--- config.mk ---
export PLATFORM = sky130hd
export DESIGN_NAME = bcr_counters
export DESIGN_NICKNAME = d
export VERILOG_FILES = /design/src/rtl/bcr_pkg.sv /design/src/rtl/bcr_pattern_ram.sv /design/src/rtl/bcr_counters.sv
export SDC_FILE = /design/constraint.sdc
export NUM_CORES = 2
export LEC_CHECK = 0
export ABC_AREA = 0
export BUFFER_PORTS_ARGS = -buffer_cell sky130_fd_sc_hd__clkbuf_2
export CORE_UTILIZATION = 55
export DETAILED_ROUTE_END_ITERATION = 10
export HOLD_SLACK_MARGIN = 0.06
export PLACE_DENSITY = 0.79
export SYNTH_ARGS = -nofsm -noshare
export SYNTH_HDL_FRONTEND = slang
export SYNTH_SLANG_ARGS = --single-unit
--- constraint.sdc ---
create_clock -name clk -period 8 [get_ports clk]
set_input_delay 2 -clock clk [delete_from_list [all_inputs] [get_ports clk]]
set_output_delay 2 -clock clk [all_outputs]
set_load 0.02 [all_outputs]
--- src/rtl/bcr_pkg.sv ---
// Purpose: shared constants and types for the tester counter and pattern ram block
// Assumes: 8-bit host port with a 4-bit address, one 50 MHz system clock
// Notes: control and status offsets sit with the rest of the register map
package bcr_pkg;
    localparam int CLK_MHZ = 50;
    localparam int ADDR_W = 4;
    localparam int DATA_W = 8;
    localparam int CNT_W = 48;
    localparam int ERR_IN_W = 4;
    localparam int RAM_DEPTH = 512;
    localparam int RAM_AW = 9;

    // register offsets
    localparam logic [3:0] OFS_CTRL1 = 4'h0;
    localparam logic [3:0] OFS_STATUS = 4'h2;
    localparam logic [3:0] OFS_CTRL4 = 4'h3;
    localparam logic [3:0] OFS_END_LO = 4'h4;
    localparam logic [3:0] OFS_END_HI = 4'h5;
    localparam logic [3:0] OFS_TEST = 4'h9;
    localparam logic [3:0] OFS_COUNT0 = 4'hA;
    localparam logic [3:0] OFS_COUNT5 = 4'hF;
    localparam logic [3:0] OFS_RAM_PORT = 4'hF;

    // field positions
    localparam int POS_LATCH = 0;
    localparam int POS_VIEW = 2;
    localparam int POS_OWNER = 3;
    localparam int POS_VERIFY = 4;
    localparam int POS_BIT_OVF = 0;
    localparam int POS_ERR_OVF = 1;
    localparam int POS_IN_SYNC = 2;

    // reset values
    localparam logic [7:0] RST_CTRL1 = 8'h00;
    localparam logic [7:0] RST_CTRL4 = 8'h00;
    localparam logic [7:0] RST_TEST = 8'h00;
    localparam logic [8:0] RST_END = 9'h000;
    localparam logic [8:0] RST_PTR = 9'h000;
    localparam logic [47:0] RST_CNT = 48'h000000000000;

    // one sampled view of the host port pins
    typedef struct packed {
        logic cs_n;
        logic rd_n;
        logic wr_n;
        logic [3:0] addr;
        logic [7:0] data;
    } bcr_port_t;

    // one receive-cycle result from the pattern detector
    typedef struct packed {
        logic cycle;
        logic clk_en;
        logic in_sync;
        logic [3:0] err_bits;
    } bcr_rx_t;
endpackage

--- src/rtl/bcr_pattern_ram.sv ---
// Purpose: single-port pattern memory with registered read data
// Assumes: one access per clock, a read in the same cycle as a write returns the old word
// Notes: read data show the word addressed on the previous edge
`timescale 1ns/1ps
module bcr_pattern_ram #(
    parameter int DEPTH = 512,
    parameter int AW = 9,
    parameter int DW = 8
) (
    input wire logic clk, // system clock
    input wire logic we, // write strobe, one cycle
    input wire logic [AW-1:0] addr, // word address
    input wire logic [DW-1:0] wdata, // write data
    output logic [DW-1:0] rdata // registered read data
);
    logic [DW-1:0] mem [DEPTH];

    always_ff @(posedge clk) begin
        if (we) begin
            mem[addr] <= wdata;
        end
        rdata <= mem[addr];
    end
endmodule

--- src/rtl/bcr_counters.sv ---
// Purpose: received-bit and bit-error counters, snapshot registers, host port and
//          indirect pattern ram access for a bit error-rate tester
// Assumes: host port pins are asynchronous and are synchronised here; receive
//          results arrive from same-clock detector logic as one pulse per cycle
// Notes: host strobes take effect on their synchronised edges
// Operation
// - view select bit picks bit count or error count at the count bytes
// - bit counter steps once per receive cycle while clock enable is high
// - bit counter runs regardless of pattern sync
// - bit counter overflow sets its flag and wraps to zero
// - latch bit rising edge snapshots bit count and restarts the counter from that cycle's step
// - error counter counts errored bits and holds while out of sync
// - error counter overflow sets its flag and wraps, keeping the bits added past the top
// - same latch edge snapshots error count and restarts that counter from that cycle's error bits
// - snapshot shown as six bytes, least significant at lowest address
// - 512 byte pattern ram reached only through the port at 0Fh
// - owner bit gives ram to state machine at zero, host at one
// - owner bit rising edge resets ram pointer to zero
// - host write to 0Fh while owning, with verify bit clear, stores byte at pointer
// - pointer advances at rising edge of write strobe
// - verify mode reads byte at pointer from 0Fh and advances pointer
// - overflow flags stay set until the status register is read
// - error gating uses live unlatched sync state
`timescale 1ns/1ps
module bcr_counters #(
    parameter int CNT_WIDTH = 48,
    parameter int RAM_WORDS = 512
) (
    input wire logic clk, // 50 MHz system clock
    input wire logic rst_n, // asynchronous reset, active low
    input wire bcr_pkg::bcr_port_t port_in, // host port pins, asynchronous
    input wire bcr_pkg::bcr_rx_t rx_in, // receive result, same clock
    input wire logic [8:0] sm_ram_addr, // state machine ram address
    output logic [7:0] data_out, // host data bus drive value
    output logic data_oe_n, // host data bus enable, low drives
    output logic [7:0] sm_ram_data, // ram data for the state machine
    output logic [8:0] pattern_end, // last pattern index for the state machine
    output logic ram_owned_by_host // ownership bit as seen by the state machine
);
    import bcr_pkg::*;

    bcr_port_t port_s1;
    bcr_port_t port_s2;
    logic rd_n_d;
    logic wr_n_d;
    logic [7:0] ctrl1;
    logic [7:0] ctrl4;
    logic [7:0] test_reg;
    logic owner_d;
    logic latch_d;
    logic [CNT_WIDTH-1:0] bit_cnt;
    logic [CNT_WIDTH-1:0] err_cnt;
    logic [CNT_WIDTH-1:0] bit_snap;
    logic [CNT_WIDTH-1:0] err_snap;
    logic bit_ovf;
    logic err_ovf;
    logic [8:0] ram_ptr;
    logic [7:0] ram_rdata;

    // decode of the synchronised strobes
    wire selected = !port_s2.cs_n;
    wire rd_fall = selected && rd_n_d && !port_s2.rd_n;
    wire rd_rise = selected && !rd_n_d && port_s2.rd_n;
    wire wr_rise = selected && !wr_n_d && port_s2.wr_n;
    wire [3:0] addr = port_s2.addr;
    wire wr_ctrl1 = wr_rise && (addr == OFS_CTRL1);
    wire wr_ctrl4 = wr_rise && (addr == OFS_CTRL4);
    wire wr_end_lo = wr_rise && (addr == OFS_END_LO);
    wire wr_end_hi = wr_rise && (addr == OFS_END_HI);
    wire wr_test = wr_rise && (addr == OFS_TEST);
    wire rd_status = rd_rise && (addr == OFS_STATUS);

    wire view_err = ctrl4[POS_VIEW];
    wire owner = ctrl4[POS_OWNER];
    wire verify = ctrl4[POS_VERIFY];
    wire owner_rise = owner && !owner_d;
    wire latch_rise = ctrl1[POS_LATCH] && !latch_d;

    // indirect ram port
    wire ram_port = owner && (addr == OFS_RAM_PORT);
    wire ram_wr = wr_rise && ram_port && !verify;
    wire ram_rd_done = rd_rise && ram_port && verify;
    wire [8:0] ram_addr = owner ? ram_ptr : sm_ram_addr;

    // counter arithmetic
    wire rx_step = rx_in.cycle && rx_in.clk_en;
    wire err_step = rx_in.cycle && rx_in.clk_en && rx_in.in_sync;
    wire [CNT_WIDTH:0] bit_sum = {1'b0, bit_cnt} + {{CNT_WIDTH{1'b0}}, rx_step};
    wire [CNT_WIDTH:0] err_sum = {1'b0, err_cnt}
        + {{(CNT_WIDTH + 1 - ERR_IN_W){1'b0}}, rx_in.err_bits};
    wire bit_wrap = rx_step && bit_sum[CNT_WIDTH];
    wire err_wrap = err_step && err_sum[CNT_WIDTH];

    // the counter value after a latch edge keeps this cycle's event
    wire [CNT_WIDTH-1:0] next_bit_cnt = latch_rise
        ? {{(CNT_WIDTH-1){1'b0}}, rx_step}
        : bit_sum[CNT_WIDTH-1:0];
    wire [CNT_WIDTH-1:0] next_err_cnt = latch_rise
        ? (err_step ? {{(CNT_WIDTH-ERR_IN_W){1'b0}}, rx_in.err_bits} : RST_CNT[CNT_WIDTH-1:0])
        : (err_step ? err_sum[CNT_WIDTH-1:0] : err_cnt);

    // six byte view of the selected snapshot
    wire [CNT_WIDTH-1:0] snap_view = view_err ? err_snap : bit_snap;
    wire [3:0] byte_idx = addr - OFS_COUNT0;

    function automatic logic [7:0] snap_byte(input logic [CNT_WIDTH-1:0] v,
                                             input logic [3:0] idx);
        logic [CNT_WIDTH-1:0] shifted;
        shifted = v >> {idx, 3'b000};
        return shifted[7:0];
    endfunction

    wire [7:0] status_byte = {5'h00, rx_in.in_sync, err_ovf, bit_ovf};
    logic [7:0] read_mux;

    always_comb begin
        read_mux = 8'h00;
        if (addr == OFS_CTRL1) begin
            read_mux = ctrl1;
        end else if (addr == OFS_STATUS) begin
            read_mux = status_byte;
        end else if (addr == OFS_CTRL4) begin
            read_mux = ctrl4;
        end else if (addr == OFS_END_LO) begin
            read_mux = pattern_end[7:0];
        end else if (addr == OFS_END_HI) begin
            read_mux = {7'h00, pattern_end[8]};
        end else if (addr == OFS_TEST) begin
            read_mux = test_reg;
        end else if (ram_port && verify) begin
            read_mux = ram_rdata;
        end else if (addr >= OFS_COUNT0) begin
            read_mux = snap_byte(snap_view, byte_idx);
        end
    end

    // pin synchroniser, first stage read only by the second
    always_ff @(posedge clk or negedge rst_n) begin
        if (!rst_n) begin
            port_s1 <= '{cs_n: 1'b1, rd_n: 1'b1, wr_n: 1'b1, addr: 4'h0, data: 8'h00};
            port_s2 <= '{cs_n: 1'b1, rd_n: 1'b1, wr_n: 1'b1, addr: 4'h0, data: 8'h00};
            rd_n_d <= 1'b1;
            wr_n_d <= 1'b1;
        end else begin
            port_s1 <= port_in;
            port_s2 <= port_s1;
            rd_n_d <= port_s2.rd_n;
            wr_n_d <= port_s2.wr_n;
        end
    end

    // control registers
    always_ff @(posedge clk or negedge rst_n) begin
        if (!rst_n) begin
            ctrl1 <= RST_CTRL1;
            ctrl4 <= RST_CTRL4;
            test_reg <= RST_TEST;
            pattern_end <= RST_END;
            owner_d <= 1'b0;
            latch_d <= 1'b0;
        end else begin
            if (wr_ctrl1) begin
                ctrl1 <= port_s2.data;
            end
            if (wr_ctrl4) begin
                ctrl4 <= port_s2.data;
            end
            if (wr_test) begin
                test_reg <= port_s2.data;
            end
            if (wr_end_lo) begin
                pattern_end[7:0] <= port_s2.data;
            end
            if (wr_end_hi) begin
                pattern_end[8] <= port_s2.data[0];
            end
            owner_d <= owner;
            latch_d <= ctrl1[POS_LATCH];
        end
    end

    // counters and snapshots
    always_ff @(posedge clk or negedge rst_n) begin
        if (!rst_n) begin
            bit_cnt <= RST_CNT[CNT_WIDTH-1:0];
            err_cnt <= RST_CNT[CNT_WIDTH-1:0];
            bit_snap <= RST_CNT[CNT_WIDTH-1:0];
            err_snap <= RST_CNT[CNT_WIDTH-1:0];
        end else begin
            bit_cnt <= next_bit_cnt;
            err_cnt <= next_err_cnt;
            if (latch_rise) begin
                bit_snap <= bit_cnt;
                err_snap <= err_cnt;
            end
        end
    end

    // overflow flags: a new overflow wins over the clearing status read
    always_ff @(posedge clk or negedge rst_n) begin
        if (!rst_n) begin
            bit_ovf <= 1'b0;
            err_ovf <= 1'b0;
        end else begin
            bit_ovf <= bit_wrap || (bit_ovf && !rd_status);
            err_ovf <= err_wrap || (err_ovf && !rd_status);
        end
    end

    // ram address pointer
    always_ff @(posedge clk or negedge rst_n) begin
        if (!rst_n) begin
            ram_ptr <= RST_PTR;
        end else if (owner_rise) begin
            ram_ptr <= RST_PTR;
        end else if (ram_wr || ram_rd_done) begin
            ram_ptr <= ram_ptr + 9'h001;
        end
    end

    // host data bus: capture at read start, release at read end
    always_ff @(posedge clk or negedge rst_n) begin
        if (!rst_n) begin
            data_out <= 8'h00;
            data_oe_n <= 1'b1;
            ram_owned_by_host <= 1'b0;
        end else begin
            if (rd_fall) begin
                data_out <= read_mux;
                data_oe_n <= 1'b0;
            end else if (port_s2.rd_n || port_s2.cs_n) begin
                data_oe_n <= 1'b1;
            end
            ram_owned_by_host <= owner;
        end
    end

    assign sm_ram_data = ram_rdata;

    bcr_pattern_ram #(
        .DEPTH(RAM_WORDS),
        .AW(RAM_AW),
        .DW(DATA_W)
    ) u_ram (
        .clk(clk),
        .we(ram_wr),
        .addr(ram_addr),
        .wdata(port_s2.data),
        .rdata(ram_rdata)
    );
endmodule

======== After elaboration in Yosys (flattened, before gate mapping) ========
Memories as Yosys holds them, arrays and structs flattened. A register that Yosys moved wholly into a read port is not among the register bits.
Index checks and enable logic that the tools add are counted.
Widths: inputs -> output; s select.
operators by class
  add/subtract/negate cells ............... 4
  magnitude comparators ................... 1
  equal/unequal tests ..................... 6
  shift operators ......................... 1
  mux-type cells .......................... 20
  reduce and logical (&&, ||, !) cells .... 42
operator list
  operator             number
  $mux 48              4
  $mux 8               8
  $add 48x1->49        1
  $add 48x4->49        1
  $shr 48x7->8         1
  $mux 9               3
  $logic_and 1x1->1    26
  $add 9x1->9 const B  1
  $eq 4x2->1 const B   2
  $eq 4x3->1 const B   2
  $eq 4x4->1 const B   2
  $logic_not 1->1      8
  $reduce_bool 2->1    3
  $ge 4x4->1 const B   1
  $logic_not 4->1      1
  $logic_or 1x1->1     4
  $mux 1               4
  $mux 4               1
  $sub 4x4->4 const B  1
storage, ports and cells
  register bits ........................... 279
  RAM bits ................................ 4096
  output and inout port bits .............. 27
  word-level logic and storage cells ...... 103
  memories ................................ 1
memories
  memory     depth  bits a word  rd ports  clocked after Yosys merged registers in  write ports  line                   source
  u_ram.mem  512    8            1         1                                        1            bcr_pattern_ram.sv:16  logic [DW-1:0] mem [DEPTH];

======== Depth between registers and ports, before layout ========
  word-level depth ........................ 10
  depth in mapped cells ................... 16
  mapped depth without buffers ............ 11

======== By module ========
A second synthesis with hierarchy kept.
second synthesis, totals
  cells, all modules ...................... 8890
  area total of the unflattened synthesis .. 171381.9 sq um
by module, submodules not included
  module           instances  cells each  area an instance (sq um)
  bcr_pattern_ram  1          7575        158359.4
  bcr_counters     1          1315        13022.5

======== Worst setup path before layout ========
OpenSTA, ideal clock, no wires.
  path kind ............................... register -> register
  start ................................... reg port_s2[0] (netlist name)
  end ..................................... mem u_ram.mem[0][0], data pin
  library setup time ...................... 1.414 ns
  arrival time ............................ 6.108 ns
  data required time ...................... 6.586 ns
  path slack .............................. 0.478 ns
  cell stages (with the launch flop) ...... 1
  path buffers ............................ 0
  cells stage by stage .................... dfrtp_1
RTL lines
  what                    line                   source
  from (decl)             bcr_counters.sv:43     bcr_port_t port_s2;
  from (signal assigned)  bcr_counters.sv:141    port_s2 <= '{cs_n: 1'b1, rd_n: 1'b1, wr_n: 1'b1, addr: 4'h0, data: 8'h00};
  from (signal assigned)  bcr_counters.sv:146    port_s2 <= port_s1;
  to (decl)               bcr_pattern_ram.sv:16
Straight into the memory's write port.

======== Final worst setup path ========
  start ................................... in sm_ram_addr[0]
  end ..................................... reg u_ram.rdata[4] (read register of u_ram.mem)
between the ends
  cells in the longest elaborated chain, start to end .. 1
RTL lines
  what         line                   source
  from (decl)  bcr_counters.sv:33     input wire logic [8:0] sm_ram_addr,
  $mux 9       bcr_counters.sv:83     wire [8:0] ram_addr = owner ? ram_ptr : sm_ram_addr;
  to (decl)    bcr_pattern_ram.sv:14  output logic [DW-1:0] rdata
No other way between the ends.
A chain may end at the register's enable or synchronous reset.

==> summary.txt <==
Logic synthesis
  • Seq/Total Area, Yosys: 0.768
  • Top_reg_cell synth: edfxtp_1
  • Yosys Warn Count: 0
  • Fraction of registers with async set/reset: 0.0637
  • Syn_nets: between 8000 and 9000
  • Syn_area_per_cell: 19.9 um^2
  • Post-synthesis adder-cell area fraction: 0.000709
  • Simple-gate portion of the synthesized area: 0.0323
  • Post-synth cell types: 66
  • Post-Synth XOR/XNOR Area: 0.00439
  • Synth Instances: 8529
  • EDFF count, synth: 4096
  • Post-Synthesis Cell Area: 169000 um^2
  • Synth area leader: edfxtp_1
  • Post-synth top area share: 0.726
  • Main combinational cell family by area after synthesis: multiplexers
  • #FFs+latches synth: approximately 4400
  • Top cells by area, synth: edfxtp_1, mux4_2, dfrtp_1
  • Compound-Gate Fraction of Synth Area: 0.0384
  • Mux share of post-synthesis cell area: 0.141

Pwr
  • Leak: ~60 nW
  • Power density cells: 257 nW/um^2
  • Sw frac: 0.226
  • Net Switching: 0.0109 W
  • Clock network fraction of design power: 0.402
  • Logic pwr share: 0.075
  • Pint: 0.0375 W
  • Flop pwr share: 0.523
  • Worst VDD drop: 0.183 mV

Detailed routing
  • DR iter-0 viols: 14700
  • Pre-Repair DR Iteration Count: 9
  • Remaining DRCs: 0
  • Vias/cell: 6.93
  • Post-route ant nets: 0
  • Drt total wl: ~450 mm
  • Vias: 91300
  • Routed wire per std cell: 33.8 um

Die
  • Die H: about 560 um
  • I/O pins: 60
  • Rows: 203
  • Core area: 306000 um^2
  • Die Width: 557 um
  • Starting Density: 0.554
  • Full die area: 310000 um^2

Clocking
  • Post-CTS setup buffers: 0
  • Clock latency on the worst-skew pair: about 0.97 ns
  • Hold buffers post-CTS: 0
  • Total number of H-tree levels: 5
  • Clk sinks: between 4000 and 5000
  • Clk buf depth: 4
  • CTS tree: done
  • TritonCTS Buffers: 415
  • Root buffer cell: clkbuf_16
  • # resized after CTS: 0
  • Worst-path clk slew: 0.06 ns

Finish
  • Commonest non-fill, non-tap cell in the layout: edfxtp_1
  • Max reg flops: 4096
  • Cell Count, Final, Fillers Out: 13200
  • Util after Layout: 0.616
  • Reg with most FFs: u_ram.mem
  • Fin nets: roughly 8800
  • Layout cells sized above 1: 0.213
  • P&R area growth vs syn: 11.2%
  • Most frequent cells in the layout: edfxtp_1, mux4_2, nor2_1

Job
  • Max-cap viol count: 0

STA
  • Final hold vios: 0
  • Slew @ Worst Pin: about 1.3 ns
  • Max-slew headroom: 0.127
  • Final Slew Violations: 0
  • Max Clock Freq: 163 MHz
  • Period minus WS final: roughly 6.1 ns
  • Ratio of final minimum period to clock period: 0.767
  • TNS Setup: 0 ns
  • Post-Route Skew: 0.0825 ns
  • Final setup vio count: 0
  • RSZ-0062 raised after global routing: no
  • WHS: 0.340 ns

GRT
  • Initial antenna violation count: 23
  • First-pass GRT wire length: 637 mm
  • Number of global-route vias before repair: 90100
  • Pin count of the biggest net entering global routing: between 200 and 250
  • Global route overflow: 0
  • GRT Total Usage: 0.286

Outcome
  • Status: finished, final reports clean

Critical path
  • Critical path arrival: approximately 6.9 ns
  • RR Endpoint: u_ram.rdata[4]
  • Critical Path Start: sm_ram_addr[0]
  • Critical Path End: u_ram.rdata[4]
  • Reg2Reg Setup Slack: 2.07 ns
  • Critical path type: in2reg
  • Crit end category: flip-flop
  • R2R depth: 10
  • CP Max Fanout: between 60 and 70
  • Setup crit start kind: input pin
  • R2R Path Start: ctrl4[3]
  • CP required: slightly below 9 ns

Placement
  • Post-detail-place hpwl: 246 mm
  • Placed cells: 12400
  • Routability cong.: a little under 0.9
  • Port Buffer Count: ~60

Min path
  • Hold Path Class: reg2reg
[stage by stage]
step | total power (W) | setup WS (ns) | instance area, um^2
after CTS | 0.0484 | 2.01 | 188000
after global routing | 0.0493 | 2.00 | 188000
after detailed placement | 0.0293 | 1.08 | 175000
after global placement | 0.0292 | 0.992 | 175000
final | 0.0484 | 1.86 | 189000
after floorplan | 0.0282 | 0.478 | 169000
[Yosys cell counts, types with 58 or more instances]
library cell  instances
dfrtp_1             270
a22oi_1             408
nor2_1              628
buf_2                96
nand2_1             468
clkbuf_1            286
mux4_2              954
xor2_1               58
o21ai_0              65
o22ai_1              93
a21oi_1             339
mux2i_1             200
edfxtp_1           4096
[power by group through the flow]
stage / Clock (W) / Combinational [W] / Sequential, W
floorplan: 0 / 0.00217 / 0.0260
global placement: 0 / 0.00344 / 0.0258
detailed placement: 0 / 0.00353 / 0.0258
CTS: 0.0195 / 0.00360 / 0.0253
global route: 0.0203 / 0.00378 / 0.0253
finish: 0.0194 / 0.00364 / 0.0253
[layer usage]
metal,wire length (um),part of all wire,vias to the layer above,track usage
met1,152000,0.34,46900,0.377
met3,58100,0.13,1407,0.0784
met2,209000,0.47,7768,0.440
met4,26000,0.058,22,0.147
li1,-,-,35200,-
met5,171,0.00038,-,0
[logic make-up (layout without fill, tap and decap cells)]
group           Yosys count  count (layout)
xor+xnor                 85              85
flops                  4383            4383
fa+ha+maj                 9               9
other cells               0              18
simple gates           1319            1319
mux                    1191            1191
compound gates         1006            1006
buf+inv                 536            1058
[worst min-delay path by stage]
stage                startpoint    endpoint  slack (ns)  cells past startpoint
CTS                 port_s2[12]      wr_n_d        0.34                      0
finish              port_s2[12]      wr_n_d        0.34                      0
detailed placement  port_s1[10]     addr[2]        0.34                      0
floorplan            port_s1[8]     addr[0]        0.33                      0
global route        port_s2[12]      wr_n_d        0.35                      0
global placement     port_s1[0]  port_s2[0]        0.34                      0
[cell type report]
class / count / area, um^2
antenna: 18 / 45.0
clock buffer: 525 / 11000
clock inverter: 225 / 2200
fill: 19600 / 118000
inverter: 14 / 52.6
multi-input combinational: 3610 / 37100
sequential: 4383 / 130000
tap: 4100 / 5130
timing repair buffer: 294 / 2760
[critical path: stages]
cell and delay, ns:
clkbuf_2 0.10, mux2_8 0.86, buf_12 0.36, buf_4 0.46, mux4_2 0.56, a22oi_1 0.24, a21oi_1 0.18, nor4_1 1.07
o21ai_1 0.37, or4_1 0.62
Note: power is estimated with default switching activity, not from simulation.
